===== src/shared/bsc_pkg.sv =====
// ============================================================
// Boundary-scan shared constants and types
package bsc_pkg;

  // ==========================================================
  // Chain geometry
  localparam int BSC_CHAIN_LEN = 59;                      // Cells between test input and test output
  localparam int BSC_IR_LEN    = 2;                       // Instruction register width

  // Cell positions, index 0 is cell 1 next to the test output
  localparam int BSC_POS_LAYER_BYPASS  = 0;               // Layer bypass, test pin on the small variant
  localparam int BSC_POS_OVERLAY_HI    = 1;               // overlay_select bit 4
  localparam int BSC_POS_COMPOSITE_HI  = 2;               // composite_in bits 7..4
  localparam int BSC_POS_OVERLAY_LO    = 6;               // overlay_select bits 3..0
  localparam int BSC_POS_PIXEL_DATA    = 10;              // pixel_data bits 23..0
  localparam int BSC_POS_LOAD_STROBE   = 34;              // load_strobe
  localparam int BSC_POS_PIXEL_CLOCK   = 35;              // pixel_clock
  localparam int BSC_POS_GENLOCK_SYNC  = 36;              // genlock_vsync, genlock_hsync
  localparam int BSC_POS_COMPOSITE_LO  = 38;              // composite_in bits 3..0
  localparam int BSC_POS_KEY           = 42;              // key
  localparam int BSC_POS_RESET         = 43;              // reset
  localparam int BSC_POS_HOST_CTRL     = 44;              // chip_select, read_write, host_addr 1..0
  localparam int BSC_POS_PIXEL_CTRL    = 48;              // pixel_data_control
  localparam int BSC_POS_VIDEO_SYNC    = 49;              // video_hsync, video_vsync
  localparam int BSC_POS_HOST_DATA     = 51;              // host_data bits 7..0, last is next to input

  // Cells that can drive their pin: video syncs and host data
  localparam logic [58:0] BSC_OUT_MASK = 59'h7FE000000000000;

  // ==========================================================
  // Instructions
  localparam logic [1:0] BSC_OP_EXTEST  = 2'h0;           // Drive pins from update latches
  localparam logic [1:0] BSC_OP_SAMPLE  = 2'h1;           // Sample and preload, pins untouched
  localparam logic [1:0] BSC_OP_BYPASS  = 2'h3;           // One-bit bypass path
  localparam logic [1:0] BSC_IR_CAPTURE = 2'h1;           // Fixed pattern captured into the IR
  localparam logic [1:0] BSC_IR_RESET   = 2'h3;           // Instruction after reset

  // Reset values
  localparam logic [58:0] BSC_CHAIN_RESET = 59'h000000000000000;
  localparam logic [2:0]  BSC_TLR_ONES    = 3'h5;         // TMS highs that always reach reset

  // ==========================================================
  // Test access port controller states
  typedef enum logic [3:0] {
    BSC_ST_RESET, BSC_ST_IDLE,
    BSC_ST_SEL_DR, BSC_ST_CAP_DR, BSC_ST_SH_DR, BSC_ST_EX1_DR,
    BSC_ST_PA_DR, BSC_ST_EX2_DR, BSC_ST_UPD_DR,
    BSC_ST_SEL_IR, BSC_ST_CAP_IR, BSC_ST_SH_IR, BSC_ST_EX1_IR,
    BSC_ST_PA_IR, BSC_ST_EX2_IR, BSC_ST_UPD_IR
  } bsc_tap_state_type;

endpackage : bsc_pkg


===== src/hdl/bsc_boundary_scan.sv =====
`timescale 1ns/10ps
// ============================================================
// Boundary-scan test logic, sampled on core_clk
// Functional notes
// Four-wire test port per standard behaviour
// TDI and TMS sampled on TCK rise
// TDO changes on TCK fall
// Cell per digital pin, none on test pins
// Boundary path is exactly 59 cells
// Cell 1 nearest TDO, shifted first
// Variant test pins still act as cells
// Cells 1-34: bypass, overlay, composite, pixel data
// Cells 35-48: strobes, clocks, syncs, host control
// Cells 49-59: control, video syncs, host data
// Standard controller with BYPASS, SAMPLE, EXTEST
// Pins transparent unless boundary test selected
module bsc_boundary_scan import bsc_pkg::*; (
  input  wire logic        core_clk,
  input  wire logic        sys_rst,
  input  wire logic        tck,
  input  wire logic        tms,
  input  wire logic        tdi,
  output logic             tdo,
  output logic             tdo_oe,
  input  wire logic [58:0] pin_value,
  input  wire logic [58:0] core_drive,
  input  wire logic [58:0] core_drive_oe,
  output logic      [58:0] pin_drive,
  output logic      [58:0] pin_drive_oe
);

  // ==========================================================
  // Declarations
  logic              tck_meta;
  logic              tck_sync;
  logic              tck_last;
  logic              tms_meta;
  logic              tms_sync;
  logic              tdi_meta;
  logic              tdi_sync;
  logic [58:0]       pin_meta;
  logic [58:0]       pin_sync;
  logic              tck_rise;
  logic              tck_fall;

  bsc_tap_state_type state;
  bsc_tap_state_type next_state;

  logic [1:0]        ir_shift;
  logic [1:0]        next_ir_shift;
  logic [1:0]        ir;
  logic [1:0]        next_ir;
  logic              bypass_bit;
  logic              next_bypass_bit;
  logic              next_tdo;
  logic              next_tdo_oe;

  logic              boundary_sel;
  logic              extest_on;
  logic              bs_capture;
  logic              bs_shift;
  logic              bs_update;
  logic [58:0]       chain;
  logic [58:0]       latch;
  logic [58:0]       next_pin_drive;
  logic [58:0]       next_pin_drive_oe;

  logic [2:0]        ones_cnt;
  logic [2:0]        next_ones_cnt;

  // ==========================================================
  // Synchronisers for the test pins and the sampled pins
  always_ff @(posedge core_clk or posedge sys_rst) begin
    if (sys_rst) begin
      tck_meta <= 1'b0;
      tck_sync <= 1'b0;
      tck_last <= 1'b0;
      tms_meta <= 1'b1;
      tms_sync <= 1'b1;
      tdi_meta <= 1'b1;
      tdi_sync <= 1'b1;
      pin_meta <= BSC_CHAIN_RESET;
      pin_sync <= BSC_CHAIN_RESET;
    end else begin
      tck_meta <= tck;
      tck_sync <= tck_meta;
      tck_last <= tck_sync;
      tms_meta <= tms;
      tms_sync <= tms_meta;
      tdi_meta <= tdi;
      tdi_sync <= tdi_meta;
      pin_meta <= pin_value;
      pin_sync <= pin_meta;
    end
  end

  // Test clock edges
  assign tck_rise = tck_sync & ~tck_last;
  assign tck_fall = ~tck_sync & tck_last;

  // ==========================================================
  // Controller state, advanced on each test clock rise
  always_comb begin
    next_state = state;
    if (tck_rise) begin
      unique case (state)
        BSC_ST_RESET:  next_state = tms_sync ? BSC_ST_RESET  : BSC_ST_IDLE;
        BSC_ST_IDLE:   next_state = tms_sync ? BSC_ST_SEL_DR : BSC_ST_IDLE;
        BSC_ST_SEL_DR: next_state = tms_sync ? BSC_ST_SEL_IR : BSC_ST_CAP_DR;
        BSC_ST_CAP_DR: next_state = tms_sync ? BSC_ST_EX1_DR : BSC_ST_SH_DR;
        BSC_ST_SH_DR:  next_state = tms_sync ? BSC_ST_EX1_DR : BSC_ST_SH_DR;
        BSC_ST_EX1_DR: next_state = tms_sync ? BSC_ST_UPD_DR : BSC_ST_PA_DR;
        BSC_ST_PA_DR:  next_state = tms_sync ? BSC_ST_EX2_DR : BSC_ST_PA_DR;
        BSC_ST_EX2_DR: next_state = tms_sync ? BSC_ST_UPD_DR : BSC_ST_SH_DR;
        BSC_ST_UPD_DR: next_state = tms_sync ? BSC_ST_SEL_DR : BSC_ST_IDLE;
        BSC_ST_SEL_IR: next_state = tms_sync ? BSC_ST_RESET  : BSC_ST_CAP_IR;
        BSC_ST_CAP_IR: next_state = tms_sync ? BSC_ST_EX1_IR : BSC_ST_SH_IR;
        BSC_ST_SH_IR:  next_state = tms_sync ? BSC_ST_EX1_IR : BSC_ST_SH_IR;
        BSC_ST_EX1_IR: next_state = tms_sync ? BSC_ST_UPD_IR : BSC_ST_PA_IR;
        BSC_ST_PA_IR:  next_state = tms_sync ? BSC_ST_EX2_IR : BSC_ST_PA_IR;
        BSC_ST_EX2_IR: next_state = tms_sync ? BSC_ST_UPD_IR : BSC_ST_SH_IR;
        BSC_ST_UPD_IR: next_state = tms_sync ? BSC_ST_SEL_DR : BSC_ST_IDLE;
      endcase
    end
  end

  always_ff @(posedge core_clk or posedge sys_rst) begin
    if (sys_rst) begin
      state <= BSC_ST_RESET;
    end else begin
      state <= next_state;
    end
  end

  // ==========================================================
  // Instruction, bypass bit and test data output
  always_comb begin
    next_ir_shift   = ir_shift;
    next_ir         = ir;
    next_bypass_bit = bypass_bit;
    next_tdo        = tdo;
    next_tdo_oe     = tdo_oe;
    if (tck_rise) begin
      // Capture and shift on the rise
      if (state == BSC_ST_CAP_IR) begin
        next_ir_shift = BSC_IR_CAPTURE;
      end else if (state == BSC_ST_SH_IR) begin
        next_ir_shift = {tdi_sync, ir_shift[1]};
      end
      if (state == BSC_ST_CAP_DR) begin
        next_bypass_bit = 1'b0;
      end else if (state == BSC_ST_SH_DR) begin
        next_bypass_bit = tdi_sync;
      end
    end
    if (tck_fall) begin
      // Update and output on the fall
      if (state == BSC_ST_UPD_IR) begin
        next_ir = ir_shift;
      end
      if (state == BSC_ST_SH_DR) begin
        next_tdo    = boundary_sel ? chain[0] : bypass_bit;
        next_tdo_oe = 1'b1;
      end else if (state == BSC_ST_SH_IR) begin
        next_tdo    = ir_shift[0];
        next_tdo_oe = 1'b1;
      end else begin
        next_tdo_oe = 1'b0;
      end
    end
    if (state == BSC_ST_RESET) begin
      next_ir = BSC_IR_RESET;
    end
  end

  always_ff @(posedge core_clk or posedge sys_rst) begin
    if (sys_rst) begin
      ir_shift   <= BSC_IR_CAPTURE;
      ir         <= BSC_IR_RESET;
      bypass_bit <= 1'b0;
      tdo        <= 1'b0;
      tdo_oe     <= 1'b0;
    end else begin
      ir_shift   <= next_ir_shift;
      ir         <= next_ir;
      bypass_bit <= next_bypass_bit;
      tdo        <= next_tdo;
      tdo_oe     <= next_tdo_oe;
    end
  end

  // ==========================================================
  // Boundary register control
  assign boundary_sel = (ir == BSC_OP_EXTEST) || (ir == BSC_OP_SAMPLE);
  assign extest_on    = (ir == BSC_OP_EXTEST);
  assign bs_capture   = tck_rise && (state == BSC_ST_CAP_DR) && boundary_sel;
  assign bs_shift     = tck_rise && (state == BSC_ST_SH_DR) && boundary_sel;
  assign bs_update    = tck_fall && (state == BSC_ST_UPD_DR) && boundary_sel;

  // Cells in pin order, test pins of the small variant included
  bsc_boundary_reg u_boundary (
    .core_clk   (core_clk),
    .sys_rst    (sys_rst),
    .capture    (bs_capture),
    .shift      (bs_shift),
    .update     (bs_update),
    .tdi_bit    (tdi_sync),
    .pin_sample (pin_sync),
    .chain      (chain),
    .latch      (latch)
  );

  // ==========================================================
  // Pin side: latches drive output cells only under EXTEST
  always_comb begin
    next_pin_drive    = core_drive;
    next_pin_drive_oe = core_drive_oe;
    if (extest_on) begin
      next_pin_drive    = (latch & BSC_OUT_MASK) | (core_drive & ~BSC_OUT_MASK);
      next_pin_drive_oe = core_drive_oe | BSC_OUT_MASK;
    end
  end

  // Pin drive leaves flip-flops, one core cycle behind
  always_ff @(posedge core_clk or posedge sys_rst) begin
    if (sys_rst) begin
      pin_drive    <= BSC_CHAIN_RESET;
      pin_drive_oe <= BSC_CHAIN_RESET;
    end else begin
      pin_drive    <= next_pin_drive;
      pin_drive_oe <= next_pin_drive_oe;
    end
  end

  // ==========================================================
  // Helper: run of TMS highs seen at test clock rises
  always_comb begin
    next_ones_cnt = ones_cnt;
    if (tck_rise) begin
      next_ones_cnt = tms_sync ? ((ones_cnt == BSC_TLR_ONES) ? ones_cnt : ones_cnt + 3'h1) : 3'h0;
    end
  end

  always_ff @(posedge core_clk or posedge sys_rst) begin
    if (sys_rst) begin
      ones_cnt <= 3'h0;
    end else begin
      ones_cnt <= next_ones_cnt;
    end
  end
endmodule : bsc_boundary_scan


===== src/hdl/bsc_boundary_reg.sv =====
`timescale 1ns/10ps
// ============================================================
// Boundary register: shift stage plus update latch per cell
module bsc_boundary_reg import bsc_pkg::*; (
  input  wire logic        core_clk,
  input  wire logic        sys_rst,
  input  wire logic        capture,
  input  wire logic        shift,
  input  wire logic        update,
  input  wire logic        tdi_bit,
  input  wire logic [58:0] pin_sample,
  output logic      [58:0] chain,
  output logic      [58:0] latch
);

  logic [58:0] next_chain;
  logic [58:0] next_latch;

  // ==========================================================
  // Per-cell next value, cell 59 takes the serial input
  for (genvar i = 0; i < BSC_CHAIN_LEN; i++) begin : g_cell
    always_comb begin
      next_chain[i] = chain[i];
      if (capture) begin
        next_chain[i] = pin_sample[i];
      end else if (shift) begin
        next_chain[i] = (i == BSC_CHAIN_LEN - 1) ? tdi_bit : chain[(i + 1) % BSC_CHAIN_LEN];
      end
      next_latch[i] = update ? chain[i] : latch[i];
    end
  end

  // Register stage and latch
  always_ff @(posedge core_clk or posedge sys_rst) begin
    if (sys_rst) begin
      chain <= BSC_CHAIN_RESET;
      latch <= BSC_CHAIN_RESET;
    end else begin
      chain <= next_chain;
      latch <= next_latch;
    end
  end
endmodule : bsc_boundary_reg


===== config.mk =====
export PLATFORM = sky130hd
export DESIGN_NAME = bsc_boundary_scan
export DESIGN_NICKNAME = d
export VERILOG_FILES = /design/src/shared/bsc_pkg.sv /design/src/hdl/bsc_boundary_scan.sv /design/src/hdl/bsc_boundary_reg.sv
export SDC_FILE = /design/constraint.sdc
export NUM_CORES = 1
export LEC_CHECK = 0
export BUFFER_PORTS_ARGS = -buffer_cell sky130_fd_sc_hd__buf_2
export CORE_ASPECT_RATIO = 0.9
export CORE_MARGIN = 4
export CORE_UTILIZATION = 35
export DETAILED_ROUTE_END_ITERATION = 12
export GPL_TIMING_DRIVEN = 0
export PLACE_DENSITY = 0.66
export SLEW_MARGIN = 20
export SYNTH_ARGS = -nofsm -noshare
export SYNTH_HDL_FRONTEND = slang
export SYNTH_SLANG_ARGS = --single-unit

===== constraint.sdc =====
create_clock -name core_clk -period 27.4 [get_ports core_clk]
set_input_delay 4.11 -clock core_clk [delete_from_list [all_inputs] [get_ports core_clk]]
set_output_delay 4.11 -clock core_clk [all_outputs]
set_load 0.1 [all_outputs]

==> metrics.yaml <==
min_period_over_period_pct: 19.67
critPathLaunch: "pin_drive_oe[34]"
status: "completed"
layout.nets: 1159
clock-root-buffer: "clkbuf_16"
hold_viol: 0
coreArea_um2: 28230
synthTopCellsByArea: "dfrtp_1 78%, mux2i_1 6.1%, a21oi_1 3.4%"
antenna_found_initial: 3
synthArstFlopShare_pct: 100.0
hold_path_class: "reg2reg"
cts-resized-gates: 0
grt_max_degree: 101
grt_setup_unrepaired: "false"
first_pass_iters: 4
grt.total_usage_pct: 12.55
ys_seq_area_share_pct: 79.76
start_kind: "flip-flop"
path_cells: "buf_2"
synth_top_family_by_area: "multiplexers"
vias_per_cell: 4.403
routed_wl_mm: 20.04
htree_levels: 2
slew_violations: 0
synthMuxAreaShare_pct: 8.670
cts_buffers: 34
portBuffers: 301
clkTransAtPathRegs_ps: 60
final.setup.worst_slack_ps: 22010
critPathMaxStageDelay_ps: 430
finalPower_mw: 1.133
r2r_end: "u_boundary.chain[58]"
reg2reg_slack_ps: 24900
cts_buffer_depth: 3
cts_setup_buffers: 0
drt-wirelength-per-cell_um: 14.72
die_y_um: 169.5
drc: 0
finalSetupTns_ps: 0
synth_compound_area_share_pct: 4.835
num_vias: 5992
syn-num-nets: 818
cp_top_family: "buffers and inverters"
required_ps: 23290
ff2ff_path_depth: 7
min_period_ps: 5390
path_buf_inv: 1
rows: 58
path_class: "reg2out"
max-vdd-ir-drop_v: 0.00006787
synth.distinct_cells: 33
critPathArrivalTime_ps: 1280
dpl.hpwl_mm: 14.14
end_kind: "output pin"
synth_top_area_share_pct: 77.95
num_io_pins: 302
ant_nets: 0
synthesis.area_per_instance_um2: 15.95
syn_to_final_growth_pct: 31.12
cts_num_sinks: 323
synthSimpleGateAreaFrac_pct: 4.847
tightestPinTransition_ps: 709.1
worstReg2RegStart: "state[3]"
synth_edf_count: 0
grt_overflow: 0
cts_tree: "yes"
hold_buffers: 0
dieArea_um2: 31780
fin_cells: 1361
grt_pass1_wl_mm: 32.49
synth_fa_ha_area_share_pct: 0
first_global_vias: 6386
yosys_warnings: 0
initial_core_util_pct: 35.94
setup_viol: 0
cellPowerDensity_nw_per_um2: 85.21
worst-path-stages: 1
finClkSkew_ps: 13.75
critPathMaxFanout: 1
worstSetupEndpoint: "pin_drive_oe[34]"
drt_iter0_markers: 266
ys.flop_type: "dfrtp_1"
clock_latency_ps: 500
fmax_mhz: 185.5
synth_xor_area_share_pct: 0
place_inst: 1301
synth_seq_cells: 323
synthCells: 636
synth_top_cell_by_area: "dfrtp_1"
pre_cts_ws_ps: 22010
syn_area_um2: 10140
crit_path_top_delay_cell: "buf_2"
drv_cap: 0
relSlewSlack_pct: 52.73
leakage_nw: 6.817
place.gp.congestion: 0.7714
dieWidth_um: 187.5
layout-drive-gt1-share_pct: 41.24
## state kept, by name, indices dropped and copies added (netlist names)
| name | cells |
|---|---|
| bypass_bit | 1 |
| pin_drive_oe | 59 |
| tdo_oe | 1 |
| tms_sync | 1 |
| tck_last | 1 |
| tdo | 1 |
| u_boundary.latch | 10 |
| u_boundary.chain | 59 |
| tdi_meta | 1 |
| pin_sync | 59 |
| tck_sync | 1 |
| ir | 2 |
| tdi_sync | 1 |
| pin_drive | 59 |
| pin_meta | 59 |
| ir_shift | 2 |
| tms_meta | 1 |
| state | 4 |
| tck_meta | 1 |
## worst min-delay path by stage
stage	start	to	cells past startpoint
5_1_grt	pin_meta[6]	pin_sync[6]	0
4_1_cts	pin_meta[41]	pin_sync[41]	0
2_1_floorplan	pin_meta[0]	pin_sync[0]	0
3_5_place_dp	pin_meta[15]	pin_sync[15]	0
3_3_place_gp	pin_meta[11]	pin_sync[11]	0
6_report	pin_meta[13]	pin_sync[13]	0
## cells in the final DEF (no fill, tap or decap), types with 3 or more instances in the layout
cell	synthesis	routed
or2_2	11	11
o21ai_0	6	6
dfrtp_1	316	316
buf_2	6	307
clkbuf_8	0	4
bufinv_16	0	3
mux2_2	23	23
clkbuf_16	0	35
clkinv_2	0	3
mux2i_1	62	62
a31oi_1	3	3
a21oi_1	68	68
nand2_1	15	15
nor2_1	65	65
dfstp_2	7	7
buf_6	9	9
nor2b_1	7	7
nand3_1	3	3
clkbuf_1	13	23
buf_16	0	3
## cells in the mapped netlist, types with 2 or more instances
library cell	instances
mux2i_1	62
o21ai_0	6
buf_6	9
nand2b_1	2
a21oi_1	68
nand2_1	15
nand3_1	3
a211oi_1	2
nor2b_1	7
a31oi_1	3
a311oi_1	2
inv_1	2
nor2_1	65
or2_2	11
buf_2	6
dfrtp_1	316
dfstp_2	7
mux2_2	23
clkbuf_1	13
## cell families (layout without fill, tap and decap cells)
| group | Yosys count | in the layout |
|---|---|---|
| simple gates | 110 | 110 |
| buf+inv | 31 | 394 |
| mux | 85 | 85 |
| other cells | 0 | 2 |
| flops | 323 | 323 |
| compound gates | 87 | 87 |
## metrics by stage
step | hold WS (ps) | util (%) | area, µm²
6_report | 344.8 | 47.12 | 13300
5_1_grt | 347.5 | 47.12 | 13300
4_1_cts | 346.4 | 47.10 | 13300
3_5_place_dp | 334.7 | 43.21 | 12200
3_3_place_gp | 332.1 | 42.87 | 12100
2_1_floorplan | 331.2 | - | 10140
## where the power goes
| part | internal [mW] | switching, mW | total [mW] |
|---|---|---|---|
| logic | 0.0418 | 0.126 | 0.168 |
| registers | 0.507 | 0.0111 | 0.518 |
| clock network | 0.274 | 0.174 | 0.448 |
| total | 0.822 | 0.311 | 1.13 |
## layout make-up
| class | count | area [µm²] |
|---|---|---|
| antenna | 2 | 5.005 |
| buffer | 29 | 183.9 |
| clock buffer | 49 | 968.4 |
| clock inverter | 9 | 128.9 |
| fill | 2474 | 14930 |
| inverter | 2 | 15.01 |
| multi-input combinational | 282 | 1862 |
| sequential | 323 | 8092 |
| tap | 360 | 450.4 |
| timing repair buffer | 305 | 1597 |
## metal layers
layer	share of wire, %	global-route usage (%)	vias up
li1	-	-	2818
met1	40	15.40	2888
met2	48	20.20	237
met3	9.6	5.224	47
met4	2.3	4.531	2
met5	0.065	0	-
Power figures use the tool's default switching activity.
